==> config.mk <==
export PLATFORM = sky130hd
export DESIGN_NAME = shpfp_top
export DESIGN_NICKNAME = d
export VERILOG_FILES = /design/src/rtl/shpfp_pkg.sv /design/src/rtl/shpfp_top.sv
export SDC_FILE = /design/constraint.sdc
export NUM_CORES = 2
export LEC_CHECK = 0
export BUFFER_PORTS_ARGS = -buffer_cell sky130_fd_sc_hd__buf_2
export CORE_MARGIN = 4
export CORE_UTILIZATION = 68
export DETAILED_ROUTE_END_ITERATION = 8
export PLACE_DENSITY_LB_ADDON = 0.25
export SYNTH_ARGS = -nofsm -noshare
export SYNTH_HDL_FRONTEND = slang
export SYNTH_SLANG_ARGS = --single-unit
==> constraint.sdc <==
create_clock -name i_ref_clk -period 17.2 [get_ports i_ref_clk]
set_input_delay 4.3 -clock i_ref_clk [delete_from_list [all_inputs] [get_ports i_ref_clk]]
set_output_delay 4.3 -clock i_ref_clk [all_outputs]
set_load 0.005 [all_outputs]
==> src/rtl/shpfp_pkg.sv <==
// constants, field layouts and carrier types for the forwarding policy block
// What this block does
// - forwarding state: transmit, receive and learn
// - three-bit tree index picks per-port state
// - append ingress-port tag toward host port
// - host tag names egress port and queue
// - strip tail tag before frame egresses
// - tag sits just before four-byte check
// - trap IPv4 IGMP frames to host only
// - known multicast goes to member ports only
// - trap MLD frames to host only
// - receive-mirrored frames copied to sniffer port
// - transmit-mirrored frames copied to sniffer port
// - receive-and-transmit pair mirrored when both match
// - many sniffed ports, any sniffer port
// - strict priority, queue three highest
// - weighted round robin gives proportional share
// - rate above link speed means unlimited
// - counted size adds optional gap, preamble
// - ingress limit counts classes, drops excess
// - egress leaky bucket stretches frame gap
// - exhausted buffer drops or asserts pause
// - shaper on at most two queues
package shpfp_pkg;
  localparam int NPORT = 3;
  localparam int NQ    = 4;
  localparam int PS_W  = 3;
  localparam int RATE_W = 10;
  localparam int BKT_W = 24;
  localparam int LEN_W = 11;
  // register byte offsets
  localparam logic [7:0] A_PSTATE0 = 8'h00;
  localparam logic [7:0] A_GCTRL   = 8'h0C;
  localparam logic [7:0] A_SCHED   = 8'h10;
  localparam logic [7:0] A_ERATE0  = 8'h14;
  localparam logic [7:0] A_IRATE0  = 8'h24;
  localparam logic [7:0] A_STATUS  = 8'h30;
  localparam logic [7:0] A_DROPS   = 8'h34;
  localparam logic [7:0] A_STEP    = 8'h04;
  // per-tree port state bits
  localparam int PS_TX = 0;
  localparam int PS_RX = 1;
  localparam int PS_LD = 2;
  localparam logic [23:0] PS_RST = 24'h6DB6DB;
  // global control fields
  localparam int GC_TTAG = 0;
  localparam int GC_RXS  = 8;
  localparam int GC_TXS  = 12;
  localparam int GC_SNF  = 16;
  localparam int GC_BAD  = 20;
  localparam int GC_RXTX = 21;
  localparam int GC_FC   = 24;
  localparam int GC_MQ   = 25;
  localparam int GC_IFG  = 27;
  localparam int GC_PRE  = 28;
  localparam logic [31:0] GC_WMASK = 32'h1B37_7707;
  // scheduler fields
  localparam int SC_WRR  = 0;
  localparam int SC_FOURQ = 1;
  localparam int SC_CBS  = 4;
  localparam logic [31:0] SC_WMASK = 32'h0000_00F3;
  localparam logic [NQ-1:0] Q_ALL  = 4'hF;
  localparam logic [NQ-1:0] Q_TWO  = 4'h3;
  localparam logic [NQ-1:0] CBS_4Q = 4'hC;
  localparam logic [NQ-1:0] CBS_2Q = 4'h2;
  localparam logic [1:0] Q_TOP = 2'h3;
  localparam logic [3:0] WRR_W [NQ] = '{4'h1, 4'h2, 4'h4, 4'h8};
  // ingress rate class field and codes
  localparam int IR_CLS = 12;
  localparam logic [1:0] CLS_ALL = 2'h0;
  localparam logic [1:0] CLS_MC  = 2'h1;
  localparam logic [1:0] CLS_BC  = 2'h2;
  // status fields
  localparam int ST_FC   = 0;
  localparam int ST_HOST = 4;
  localparam int ST_CERR = 5;
  // link speed codes and limits in Mbps
  localparam logic [1:0] SPD_10  = 2'h0;
  localparam logic [1:0] SPD_100 = 2'h1;
  localparam logic [RATE_W-1:0] LIM_10   = 10'h00A;
  localparam logic [RATE_W-1:0] LIM_100  = 10'h064;
  localparam logic [RATE_W-1:0] LIM_1000 = 10'h3E8;
  // byte counts and bucket cost per byte at the core clock rate
  localparam int CLK_MHZ = 100;
  localparam int BITS_PER_BYTE = 8;
  localparam logic [BKT_W-1:0] COST_B = BKT_W'(BITS_PER_BYTE * CLK_MHZ);
  localparam logic [11:0] IFG_BYTES = 12'h00C;
  localparam logic [11:0] PRE_BYTES = 12'h008;
  localparam logic [LEN_W-1:0] FCS_BYTES = 11'h004;
  // frame header recognition
  localparam logic [3:0] IP_VER_V4 = 4'h4;
  localparam logic [7:0] IP_PROTO_IGMP = 8'h02;
  // tail tag layout
  localparam int TAG_MASK = 0;
  localparam int TAG_Q = 8;
  localparam logic [NPORT-1:0] P_ONE = 3'h1;

  typedef struct packed {
    logic             psel;
    logic             penable;
    logic             pwrite;
    logic [7:0]       paddr;
    logic [31:0]      pwdata;
    logic [3:0]       pstrb;
  } shpfp_apb_req_t;

  typedef struct packed {
    logic             pready;
    logic [31:0]      prdata;
    logic             pslverr;
  } shpfp_apb_rsp_t;

  // one frame descriptor from lookup and parser
  typedef struct packed {
    logic             vld;
    logic [1:0]       in_port;
    logic [NPORT-1:0] lk_mask;
    logic             lk_hit;
    logic             mcast;
    logic             bcast;
    logic             ip;
    logic [3:0]       ip_ver;
    logic [7:0]       ip_proto;
    logic             mld;
    logic             err;
    logic [2:0]       tree;
    logic [15:0]      tag;
    logic [LEN_W-1:0] len;
  } shpfp_frm_t;

  // forwarding decision for that frame
  typedef struct packed {
    logic             vld;
    logic             drop;
    logic [NPORT-1:0] mask;
    logic [1:0]       queue;
    logic             add_tag;
    logic             strip;
    logic [15:0]      tag;
    logic [LEN_W-1:0] tag_off;
    logic             learn;
  } shpfp_dec_t;
endpackage : shpfp_pkg

==> src/rtl/shpfp_top.sv <==
// frame forwarding policy, egress scheduler, rate limiters and apb registers
`timescale 1ns/1ns
module shpfp_top #(
  parameter int IBURST   = 1228800,
  parameter int EGR_PORT = 0
) (
  // clock and reset
  input  wire logic                                  i_ref_clk,
  input  wire logic                                  i_rstn,
  // register bus
  input  wire shpfp_pkg::shpfp_apb_req_t             i_apb,
  output shpfp_pkg::shpfp_apb_rsp_t                  o_apb,
  // frame decision
  input  wire shpfp_pkg::shpfp_frm_t                 i_frm,
  output shpfp_pkg::shpfp_dec_t                      o_dec,
  // port status
  input  wire logic [shpfp_pkg::NPORT-1:0][1:0]      i_link_speed,
  input  wire logic [shpfp_pkg::NPORT-1:0]           i_buf_full,
  output logic [shpfp_pkg::NPORT-1:0]                o_flow_ctrl,
  // egress queues
  input  wire logic [shpfp_pkg::NQ-1:0]              i_q_ready,
  input  wire logic [shpfp_pkg::NQ-1:0][shpfp_pkg::LEN_W-1:0] i_q_len,
  input  wire logic                                  i_tx_idle,
  output logic                                       o_grant_vld,
  output logic [1:0]                                 o_grant_q,
  output logic [shpfp_pkg::NQ-1:0]                   o_cbs_en
);
  import shpfp_pkg::*;

  typedef struct packed {
    logic [NPORT-1:0][23:0]       pstate;
    logic [31:0]                  gctrl;
    logic [31:0]                  sched;
    logic [NQ-1:0][RATE_W-1:0]    erate;
    logic [NPORT-1:0][13:0]       irate;
    logic [NPORT-1:0][BKT_W-1:0]  ibkt;
    logic [NQ-1:0][BKT_W-1:0]     ebkt;
    logic [NQ-1:0][3:0]           wcnt;
    logic [15:0]                  drops;
    shpfp_dec_t                   dec;
    logic                         gvld;
    logic [1:0]                   gq;
    logic [NPORT-1:0]             fc;
    logic [NQ-1:0]                cbs;
    logic [31:0]                  prdata;
    logic                         pslverr;
  } shpfp_state_t;

  shpfp_state_t st_ff;
  shpfp_state_t nxt_st;

  // byte-lane merge for apb writes
  function automatic logic [31:0] wmerge(input logic [31:0] o, input logic [31:0] w,
                                         input logic [3:0] s);
    logic [31:0] r;
    r = o;
    for (int b = 0; b < 4; b++) begin
      if (s[b]) begin
        r[b*8 +: 8] = w[b*8 +: 8];
      end
    end
    return r;
  endfunction : wmerge

  // a rate of zero or one above the link speed leaves traffic unlimited
  function automatic logic limited(input logic [RATE_W-1:0] r, input logic [1:0] s);
    logic [RATE_W-1:0] lim;
    lim = (s == SPD_10) ? LIM_10 : (s == SPD_100) ? LIM_100 : LIM_1000;
    return (r != '0) && (r <= lim);
  endfunction : limited

  // bucket cost of one frame, size option bits included
  function automatic logic [BKT_W-1:0] cost(input logic [LEN_W-1:0] len,
                                            input logic ifg, input logic pre);
    logic [11:0] sz;
    sz = 12'(len) + (ifg ? IFG_BYTES : '0) + (pre ? PRE_BYTES : '0);
    return BKT_W'(BKT_W'(sz) * COST_B);
  endfunction : cost

  function automatic logic [BKT_W-1:0] drain(input logic [BKT_W-1:0] l,
                                             input logic [RATE_W-1:0] r);
    return (l > BKT_W'(r)) ? l - BKT_W'(r) : '0;
  endfunction : drain

  // decoded configuration
  logic [NPORT-1:0]          ttag;
  logic [NPORT-1:0]          rxs;
  logic [NPORT-1:0]          txs;
  logic [NPORT-1:0]          snf;
  logic [NPORT-1:0]          host;
  logic                      host_ok;
  logic [NPORT-1:0]          in_oh;
  logic                      from_host;
  logic                      igmp;
  logic [NPORT-1:0][PS_W-1:0] ps_cur;
  logic [NPORT-1:0]          tx_ok;
  logic [1:0]                icls;
  logic                      cls_hit;
  logic                      irl_drop;
  logic [NQ-1:0]             elim;
  logic [NQ-1:0]             elig;
  logic [NQ-1:0]             cbs_ok;
  logic                      cbs_err;

  assign ttag = st_ff.gctrl[GC_TTAG +: NPORT];
  assign rxs  = st_ff.gctrl[GC_RXS +: NPORT];
  assign txs  = st_ff.gctrl[GC_TXS +: NPORT];
  assign snf  = st_ff.gctrl[GC_SNF +: NPORT];
  // a second tail-tag port would confuse the host, so treat it as none
  assign host_ok = (ttag != '0) && ((ttag & (ttag - P_ONE)) == '0);
  assign host    = host_ok ? ttag : '0;
  assign in_oh   = P_ONE << i_frm.in_port;
  assign from_host = |(in_oh & host);
  assign igmp = i_frm.ip && (i_frm.ip_ver == IP_VER_V4) && (i_frm.ip_proto == IP_PROTO_IGMP);

  // per-port state of the tree the frame belongs to
  for (genvar p = 0; p < NPORT; p++) begin : g_ps
    assign ps_cur[p] = st_ff.pstate[p][i_frm.tree*PS_W +: PS_W];
    assign tx_ok[p]  = ps_cur[p][PS_TX];
  end

  // ingress class selection
  assign icls = st_ff.irate[i_frm.in_port][IR_CLS +: 2];
  always_comb begin : cls_sel
    unique case (icls)
      CLS_ALL: cls_hit = 1'b1;
      CLS_MC:  cls_hit = i_frm.mcast;
      CLS_BC:  cls_hit = i_frm.bcast;
      default: cls_hit = !i_frm.lk_hit && !i_frm.mcast && !i_frm.bcast;
    endcase
  end
  assign irl_drop = i_frm.vld && cls_hit
                 && limited(st_ff.irate[i_frm.in_port][RATE_W-1:0],
                            i_link_speed[i_frm.in_port])
                 && (st_ff.ibkt[i_frm.in_port] > BKT_W'(IBURST));

  // queues eligible for egress
  for (genvar q = 0; q < NQ; q++) begin : g_q
    assign elim[q] = limited(st_ff.erate[q], i_link_speed[EGR_PORT]);
    assign elig[q] = i_q_ready[q] && (st_ff.sched[SC_FOURQ] ? Q_ALL[q] : Q_TWO[q])
                  && (!elim[q] || st_ff.ebkt[q] == '0);
  end

  // shaper may only sit on the top queue or top two queues
  assign cbs_ok  = st_ff.sched[SC_FOURQ] ? CBS_4Q : CBS_2Q;
  assign cbs_err = |(st_ff.sched[SC_CBS +: NQ] & ~cbs_ok);

  // next-state for the whole block
  always_comb begin : comb_next
    logic [NPORT-1:0] dm;
    logic [NPORT-1:0] pre_full;
    logic             drop;
    logic             rxm;
    logic             txm;
    logic             mir;
    logic [1:0]       qsel;
    logic             any;
    logic             wany;
    logic [7:0]       a;
    logic [31:0]      rd;
    logic             hit;
    dm = '0;
    pre_full = '0;
    drop = 1'b0;
    rxm = 1'b0;
    txm = 1'b0;
    mir = 1'b0;
    qsel = '0;
    any = 1'b0;
    wany = 1'b0;
    a = i_apb.paddr;
    rd = '0;
    hit = 1'b0;
    nxt_st = st_ff;

    // destination choice
    nxt_st.dec.queue = '0;
    if (from_host) begin
      dm = i_frm.tag[TAG_MASK +: NPORT] & ~host;
      if (st_ff.gctrl[GC_MQ]) begin
        nxt_st.dec.queue = i_frm.tag[TAG_Q +: 2];
      end
    end else if (igmp || i_frm.mld) begin
      dm = host & ~in_oh;
    end else if (i_frm.lk_hit) begin
      dm = i_frm.lk_mask & ~in_oh;
    end else begin
      dm = ~in_oh;
    end
    // spanning tree gating, host traffic still passes
    if (!from_host) begin
      if (!ps_cur[i_frm.in_port][PS_RX]) begin
        dm = dm & host;
      end
      dm = dm & (tx_ok | host);
    end
    drop = irl_drop || i_frm.err;
    if (drop) begin
      dm = '0;
    end
    // mirroring
    rxm = |(in_oh & rxs);
    txm = |(dm & txs);
    mir = st_ff.gctrl[GC_RXTX] ? (rxm && txm) : (rxm || txm);
    if (i_frm.err && !irl_drop) begin
      mir = rxm && st_ff.gctrl[GC_BAD] && !st_ff.gctrl[GC_RXTX];
    end else if (irl_drop) begin
      mir = 1'b0;
    end
    if (mir) begin
      dm = dm | (snf & ~in_oh);
    end
    // full buffers: pause the senders or shed the frame
    pre_full = dm;
    if (!st_ff.gctrl[GC_FC]) begin
      dm = dm & ~i_buf_full;
    end
    nxt_st.fc = st_ff.gctrl[GC_FC] ? i_buf_full : '0;
    if (i_frm.vld && (drop || dm != pre_full)) begin
      nxt_st.drops = st_ff.drops + 16'h0001;
    end

    nxt_st.dec.vld  = i_frm.vld;
    if (i_frm.vld) begin
      nxt_st.dec.drop    = drop;
      nxt_st.dec.mask    = dm;
      nxt_st.dec.add_tag = |(dm & host);
      nxt_st.dec.tag     = '0;
      nxt_st.dec.tag[TAG_MASK +: NPORT] = in_oh;
      nxt_st.dec.strip   = from_host;
      nxt_st.dec.tag_off = i_frm.len - FCS_BYTES;
      nxt_st.dec.learn   = !ps_cur[i_frm.in_port][PS_LD] && !i_frm.err && !from_host;
    end

    // ingress buckets leak at the programmed rate
    for (int p = 0; p < NPORT; p++) begin
      if (limited(st_ff.irate[p][RATE_W-1:0], i_link_speed[p])) begin
        nxt_st.ibkt[p] = drain(st_ff.ibkt[p], st_ff.irate[p][RATE_W-1:0]);
        if (i_frm.vld && !irl_drop && cls_hit && in_oh[p]) begin
          nxt_st.ibkt[p] = nxt_st.ibkt[p]
                         + cost(i_frm.len, st_ff.gctrl[GC_IFG], st_ff.gctrl[GC_PRE]);
        end
      end else begin
        nxt_st.ibkt[p] = '0;
      end
    end

    // egress pick: strict takes the highest, wrr skips spent queues
    for (int q = 0; q < NQ; q++) begin
      if (elig[q]) begin
        any = 1'b1;
        if (st_ff.wcnt[q] < WRR_W[q]) begin
          wany = 1'b1;
        end
      end
    end
    for (int q = 0; q < NQ; q++) begin
      if (elig[q] && (!st_ff.sched[SC_WRR] || !wany || st_ff.wcnt[q] < WRR_W[q])) begin
        qsel = 2'(q);
      end
    end
    nxt_st.gvld = i_tx_idle && !st_ff.gvld && any;
    if (nxt_st.gvld) begin
      nxt_st.gq = qsel;
      if (st_ff.sched[SC_WRR]) begin
        if (!wany) begin
          nxt_st.wcnt = '0;
        end
        nxt_st.wcnt[qsel] = (wany ? st_ff.wcnt[qsel] : 4'h0) + 4'h1;
      end
    end
    // egress buckets: leak, then charge the frame, which stretches the gap
    for (int q = 0; q < NQ; q++) begin
      if (elim[q]) begin
        nxt_st.ebkt[q] = drain(st_ff.ebkt[q], st_ff.erate[q]);
        if (nxt_st.gvld && qsel == 2'(q)) begin
          nxt_st.ebkt[q] = nxt_st.ebkt[q]
                         + cost(i_q_len[q], st_ff.gctrl[GC_IFG], st_ff.gctrl[GC_PRE]);
        end
      end else begin
        nxt_st.ebkt[q] = '0;
      end
    end
    nxt_st.cbs = st_ff.sched[SC_CBS +: NQ] & cbs_ok;

    // apb read decode in the setup cycle so data is ready at access
    if (a == A_GCTRL) begin
      rd = st_ff.gctrl;
      hit = 1'b1;
    end
    if (a == A_SCHED) begin
      rd = st_ff.sched;
      hit = 1'b1;
    end
    if (a == A_STATUS) begin
      rd[ST_FC +: NPORT] = st_ff.fc;
      rd[ST_HOST] = host_ok;
      rd[ST_CERR] = cbs_err;
      hit = 1'b1;
    end
    if (a == A_DROPS) begin
      rd = 32'(st_ff.drops);
      hit = 1'b1;
    end
    for (int p = 0; p < NPORT; p++) begin
      if (a == A_PSTATE0 + 8'(p) * A_STEP) begin
        rd = 32'(st_ff.pstate[p]);
        hit = 1'b1;
        if (i_apb.psel && i_apb.penable && i_apb.pwrite) begin
          nxt_st.pstate[p] = 24'(wmerge(rd, i_apb.pwdata, i_apb.pstrb));
        end
      end
      if (a == A_IRATE0 + 8'(p) * A_STEP) begin
        rd = 32'(st_ff.irate[p]);
        hit = 1'b1;
        if (i_apb.psel && i_apb.penable && i_apb.pwrite) begin
          nxt_st.irate[p] = 14'(wmerge(rd, i_apb.pwdata, i_apb.pstrb));
        end
      end
    end
    for (int q = 0; q < NQ; q++) begin
      if (a == A_ERATE0 + 8'(q) * A_STEP) begin
        rd = 32'(st_ff.erate[q]);
        hit = 1'b1;
        if (i_apb.psel && i_apb.penable && i_apb.pwrite) begin
          nxt_st.erate[q] = RATE_W'(wmerge(rd, i_apb.pwdata, i_apb.pstrb));
        end
      end
    end
    if (i_apb.psel && i_apb.penable && i_apb.pwrite) begin
      if (a == A_GCTRL) begin
        nxt_st.gctrl = wmerge(st_ff.gctrl, i_apb.pwdata, i_apb.pstrb) & GC_WMASK;
      end
      if (a == A_SCHED) begin
        nxt_st.sched = wmerge(st_ff.sched, i_apb.pwdata, i_apb.pstrb) & SC_WMASK;
      end
    end
    if (i_apb.psel && !i_apb.penable) begin
      nxt_st.prdata  = i_apb.pwrite ? '0 : rd;
      nxt_st.pslverr = !hit;
    end
  end

  // single state register, synchronous reset
  always_ff @(posedge i_ref_clk) begin
    if (!i_rstn) begin
      st_ff        <= '0;
      st_ff.pstate <= {NPORT{PS_RST}};
    end else begin
      st_ff <= nxt_st;
    end
  end

  // zero-wait slave: access phase always completes in one cycle
  assign o_apb.pready  = 1'b1;
  assign o_apb.prdata  = st_ff.prdata;
  assign o_apb.pslverr = st_ff.pslverr;
  assign o_dec       = st_ff.dec;
  assign o_grant_vld = st_ff.gvld;
  assign o_grant_q   = st_ff.gq;
  assign o_flow_ctrl = st_ff.fc;
  assign o_cbs_en    = st_ff.cbs;

  // checks
  a_igmp_host_only: assert property (@(posedge i_ref_clk) disable iff (!i_rstn)
    (i_frm.vld && igmp && !from_host) |=> ((o_dec.mask & ~($past(host) | $past(snf))) == '0))
    else $error("igmp frame left toward a non-host port");
  a_host_strip: assert property (@(posedge i_ref_clk) disable iff (!i_rstn)
    (i_frm.vld && from_host) |=> (o_dec.vld && o_dec.strip && !o_dec.add_tag))
    else $error("host frame not stripped");
  a_tag_to_host: assert property (@(posedge i_ref_clk) disable iff (!i_rstn)
    o_dec.vld |-> (o_dec.add_tag == (|(o_dec.mask & $past(host)))))
    else $error("tail tag append does not match host port");
  a_tag_offset: assert property (@(posedge i_ref_clk) disable iff (!i_rstn)
    (o_dec.vld && (o_dec.add_tag || o_dec.strip)) |-> (o_dec.tag_off == $past(i_frm.len) - FCS_BYTES))
    else $error("tail tag offset not before check sequence");
  a_strict_top: assert property (@(posedge i_ref_clk) disable iff (!i_rstn)
    (o_grant_vld && !$past(st_ff.sched[SC_WRR]) && $past(elig[3])) |-> (o_grant_q == Q_TOP))
    else $error("strict priority did not pick the top queue");
  a_wrr_share: assert property (@(posedge i_ref_clk) disable iff (!i_rstn)
    (st_ff.wcnt[0] <= WRR_W[0]) && (st_ff.wcnt[1] <= WRR_W[1]) && (st_ff.wcnt[2] <= WRR_W[2])
    && (st_ff.wcnt[3] <= WRR_W[3]))
    else $error("round robin share exceeded");
  a_stp_block: assert property (@(posedge i_ref_clk) disable iff (!i_rstn)
    (i_frm.vld && !from_host && !ps_cur[i_frm.in_port][PS_RX])
    |=> ((o_dec.mask & ~($past(host) | $past(snf))) == '0))
    else $error("non-forwarding port passed user traffic");
  a_rx_mirror: assert property (@(posedge i_ref_clk) disable iff (!i_rstn)
    (i_frm.vld && rxs[i_frm.in_port] && !st_ff.gctrl[GC_RXTX] && !i_frm.err && !irl_drop
     && i_buf_full == '0) |=> ((o_dec.mask & $past(snf & ~in_oh)) == $past(snf & ~in_oh)))
    else $error("receive mirror copy missing");
  a_unlim_rate: assert property (@(posedge i_ref_clk) disable iff (!i_rstn)
    (st_ff.erate[3] > LIM_100 && i_link_speed[EGR_PORT] == SPD_100) |=> (st_ff.ebkt[3] == '0))
    else $error("rate above link speed was limited");
  a_irl_drop: assert property (@(posedge i_ref_clk) disable iff (!i_rstn)
    irl_drop |=> (o_dec.drop && o_dec.mask == '0))
    else $error("over-rate frame not dropped");
  a_cbs_limit: assert property (@(posedge i_ref_clk) disable iff (!i_rstn)
    ($countones(o_cbs_en) <= 2) && ((o_cbs_en & ~(CBS_4Q | CBS_2Q)) == '0))
    else $error("shaper enabled on a disallowed queue");
endmodule : shpfp_top

## Word level (Yosys, flattened, before mapping)

Cells that the tools add are included.

| storage, ports and cells | value |
|---|---|
| register bits after elaboration | 445 |
| input port bits | 161 |
| output and inout bits | 81 |
| word-level logic and storage cells | 403 |

| operators by class | value |
|---|---|
| add/sub/neg operators | 28 |
| multipliers | 6 |
| order comparisons | 23 |
| equal/unequal tests | 25 |
| shifts and indexed selects | 4 |
| muxes and demuxes | 102 |
| bitwise gates (word level) | 20 |
| reductions and logical operators | 140 |

Operators by type and width:

| cell | count |
|---|---|
| $mux W32 | 13 |
| $mux W24 | 15 |
| $add A24 B22 Y24 | 7 |
| $gt A24 B10 Y1 | 7 |
| $sub A24 B10 Y24 | 7 |
| $logic_not A24 Y1 | 4 |
| $reduce_and A3 Y1 | 29 |
| $mul A12 B5 Y17 const B | 5 |
| $le A10 B10 Y1 | 8 |
| $mux W10 | 8 |
| $reduce_bool A10 Y1 | 8 |
| $shiftx A24 B6 Y3 | 3 |
| $add A11 B12 Y12 | 4 |
| $add A12 B12 Y12 | 4 |
| $bmux W24 S2 | 1 |
| $eq A8 B6 Y1 const B | 6 |
| $mux W16 | 3 |
| $logic_and A1 B1 Y1 | 47 |
| $and A3 B3 Y3 | 12 |
| $mux W3 | 12 |
| $eq A8 B5 Y1 const B | 4 |
| $mux W1 | 31 |
| $mux W29 | 1 |
| $bmux W14 S2 | 1 |
| other kinds (44) | 108 |

## Logic depth before layout (Yosys ltp)

| logic depth | value |
|---|---|
| depth after elaboration | 27 |
| depth in mapped cells | 28 |

## Worst setup path after synthesis

Ideal clock, no wire load.

| timing | value |
|---|---|
| path kind | input to register |
| start | input port i_frm[3] (netlist bit) |
| end | register st_ff[230] (netlist bit) |
| setup time | 0.121 ns |
| arrival | 9.751 ns |
| data required time | 17.079 ns |
| path slack | 7.328 ns |
| stages | 26 |
| path buffers | 0 |
| path through | fa_1 > ha_1 > inv_1 > fa_1 > inv_1 > ha_1 > ha_1 > inv_1 > fa_1 > inv_1 > ha_1 > o21ai_0 > a21boi_0 > o21ai_0 > a21boi_0 > nor2_1 > ha_1 > and2_1 > o21ai_0 > o311ai_0 > a21oi_1 > a221oi_1 > o21ai_0 > a31oi_1 > o21ai_0 > mux2_2 |

| between the ends | value |
|---|---|
| cells in the longest elaborated chain, start to end | 5 |

RTL lines:

| item | line | RTL |
|---|---|---|
| from (decl) | shpfp_top.sv:14 | `input wire shpfp_pkg::shpfp_frm_t i_frm,` |
| $add A11 B12 Y12 | shpfp_top.sv:76 | `sz = 12'(len) + (ifg ? IFG_BYTES : '0) + (pre ? PRE_BYTES : '0);` |
| $add A12 B12 Y12 | shpfp_top.sv:76 |  |
| $mul A12 B5 Y17 | shpfp_top.sv:77 | `return BKT_W'(BKT_W'(sz) * COST_B);` |
| $add A24 B22 Y24 | shpfp_top.sv:241 | `+ cost(i_frm.len, st_ff.gctrl[GC_IFG], st_ff.gctrl[GC_PRE]);` |
| $mux W24 | shpfp_top.sv:239 | `if (i_frm.vld && !irl_drop && cls_hit && in_oh[p]) begin` |
| to (signal assigned) | shpfp_top.sv:350 | `st_ff <= nxt_st;` |
| to (decl) | shpfp_top.sv:49 | `shpfp_state_t st_ff;` |

No other way between the ends.
A chain may end at the register's enable or synchronous reset.

## Worst setup path in the final report

Same ends and word-level chain as after synthesis.

==> metrics <==
Worst setup EP type flip-flop; DRC viols 0; I/O pin count 242; worst vdd ir 0.0804 mV; Placed Cells 5,667; Die Area 59,900 µm²; Final Hold Vio Count 0; Vias 36,300; EDFF count, synth 0; DRT Pass-1 Iters 8; Synth Area in XOR/XNOR 6.20%; final cycle utilization of the critical path 60.6%; Critical Path Fanout Max 6; largest net degree at the start of global routing 85; register area share after synthesis 23.1%; f_max 0.0959 GHz; max incr delay on CP 0.54 ns; GRT Total Usage 34.5%; critical path's slowest cell fa_1; pwr/cell area 72.6 nW/µm²; starting density of the core 69.0%; CORE AREA 55,300 µm²; Post-Syn Instances 4,915; multiplexer share of the synthesized area 3.68%; minimum hold slack 0.455 ns; Clk pin slew, worst setup/hold paths 0.06 ns; Max transition margin 30.0%; clock sinks 440; Final min period 10.43 ns; Yosys reg bits 440; final WL 108 mm; Nets 5,632; CTS tree yes; Worst path top cell family by delay adder cells; commonest cells after routing, fill and taps aside 581 x nand2_1, 448 x ha_1, 442 x nor2_1; # port buffers 207; Lkg Pwr 17.4 nW; total global routing overflow 0; RSZ-0062 raised after global routing false; Detail Route Antenna Nets 0; Max Cap Viol 0; die height 245 µm; TritonCTS buffer count 48; Final Setup Violations 0; worst path required time 17.70 ns; Mapped Area 38,100 µm²; CP Launch Type primary input; clk_lat worst skew 0.62 ns; # H-tree levels 2; initial antenna violation count 9; die width 245 µm; # rows 86; Final Max Slew Viols 0; Synth Area per Inst 7.76 µm²; Least-Margin Pin Slew 1.04 ns; 1st-iter DRT viols 3,450; Synth Area in Compound Gates 18.8%; first-pass GRT wire length 173 mm; Netlist cell types 112; Setup CP Type primary input to flip-flop; Buf+Inv Stages, Crit Path 4; most used cell along the critical path ha_1; post-synthesis simple-gate area fraction 23.7%; top_reg_cell synth dfxtp_1; post-layout util 74.0%; dpl hpwl 81.5 mm; CTS Hold Bufs 0; vias in the first global route 34,700; WL/cell 18.7 µm; status finished, final reports clean; WP data arrival 10.93 ns; layout cell share with drive strength beyond 1 8.41%; Final Skew 0.0234 ns; total setup buffers inserted after CTS 0; HP Class flip-flop to flip-flop; routed vias/inst 6.31; root buffer selected by CTS clkbuf_16; YS warnings 0; Final TNS setup 0 ns; area delta synth->final 7.27%; post-synthesis adder-cell area fraction 17.6%; CTS Buffer Depth 3; most common cell after layout, fill and taps aside nand2_1; Finished Layout Cells 5,760; main combinational cell family by area after synthesis simple AND/OR/NAND/NOR gates; Synth async-reset ratio 0%; Final GP Congestion 0.988; post-CTS sizing 0
## stage by stage
step	worst slack, ns	total power [W]	cell area (µm²)
3_5_place_dp	6.29	0.00180	39100
4_1_cts	6.92	0.00296	40900
5_1_grt	6.54	0.00311	40900
3_3_place_gp	6.48	0.00177	39100
6_report	6.77	0.00297	40900
2_1_floorplan	7.33	0.00164	38200
## layer usage
layer	vias up	global-route usage, %	share of wire (%)
met5	-	0	0.043
met4	8	15.7	5.1
met3	389	7.43	9.6
met2	1609	57.4	45
met1	16800	42.9	40
li1	17500	-	-
## sequential cells by signal, summed over array words and instances (netlist names), 2 cells and up
register,flops
o_flow_ctrl,3
o_cbs_en,3
rxs,3
o_dec,24
snf,3
o_grant_q,2
o_apb,29
st_ff,372
## where the power goes
group	leakage [nW]	switching, W	internal (W)	total (W)
logic	13.0	0.000444	0.000318	0.000762
registers	3.55	0.00000300	0.00102	0.00103
clock network	0.895	0.000463	0.000717	0.00118
## final timing paths
| path | from | endpoint | slack [ns] | cells past startpoint |
|---|---|---|---|---|
| hold reg to reg | st_ff[104]$_SDFFE_PN0P_ | st_ff[104]$_SDFFE_PN0P_ | 0.46 | 2 |
| hold / removal | st_ff[104]$_SDFFE_PN0P_ | st_ff[104]$_SDFFE_PN0P_ | 0.46 | 2 |
| setup / recovery | i_frm[3] | st_ff[230]$_SDFF_PN0_ | 6.77 | 26 |
| setup reg to reg | st_ff[421]$_SDFFE_PN0P_ | st_ff[230]$_SDFF_PN0_ | 10.00 | 26 |
## layout make-up
cell class              count  area, µm²
multi-input cells        3896      26800
flip-flops and latches    440       8810
fillers                  4361      14400
well taps                 748        936
inverters                 343       1290
clock buffers              71       1480
diodes                      4       10.0
clock inverters            18        334
repair buffers            240       1280
## Yosys cell counts, types with 64 or more instances
master	n	area [µm²]
nand2_1	581	2180
mux2i_1	83	831
buf_4	91	683
nor2b_1	64	400
nor3_1	125	626
or3_1	86	538
xnor2_1	179	1570
nor4_1	68	425
dfxtp_1	440	8810
inv_1	343	1290
xor2_1	91	797
a22oi_1	66	495
a21o_1	67	503
clkbuf_1	124	465
ha_1	448	5610
a21oi_1	400	2000
nor2_1	444	1670
o21ai_0	189	946
nand3_1	189	946
## worst min-delay path: stages (launching register included)
cell,delay (ns)
dfxtp_1,0.30
nand2_1,0.05
a21oi_1,0.06
## cells by family after synthesis
| logic type | Yosys count |
|---|---|
| multiplexers | 114 |
| flip-flops | 440 |
| AO/OA/AOI/OAI | 1113 |
| other | 2 |
| buffers and inverters | 596 |
| adder cells (fa/ha/maj) | 503 |
| AND/OR/NAND/NOR | 1877 |
| XOR/XNOR | 270 |
Power figures use the tool's default switching activity.
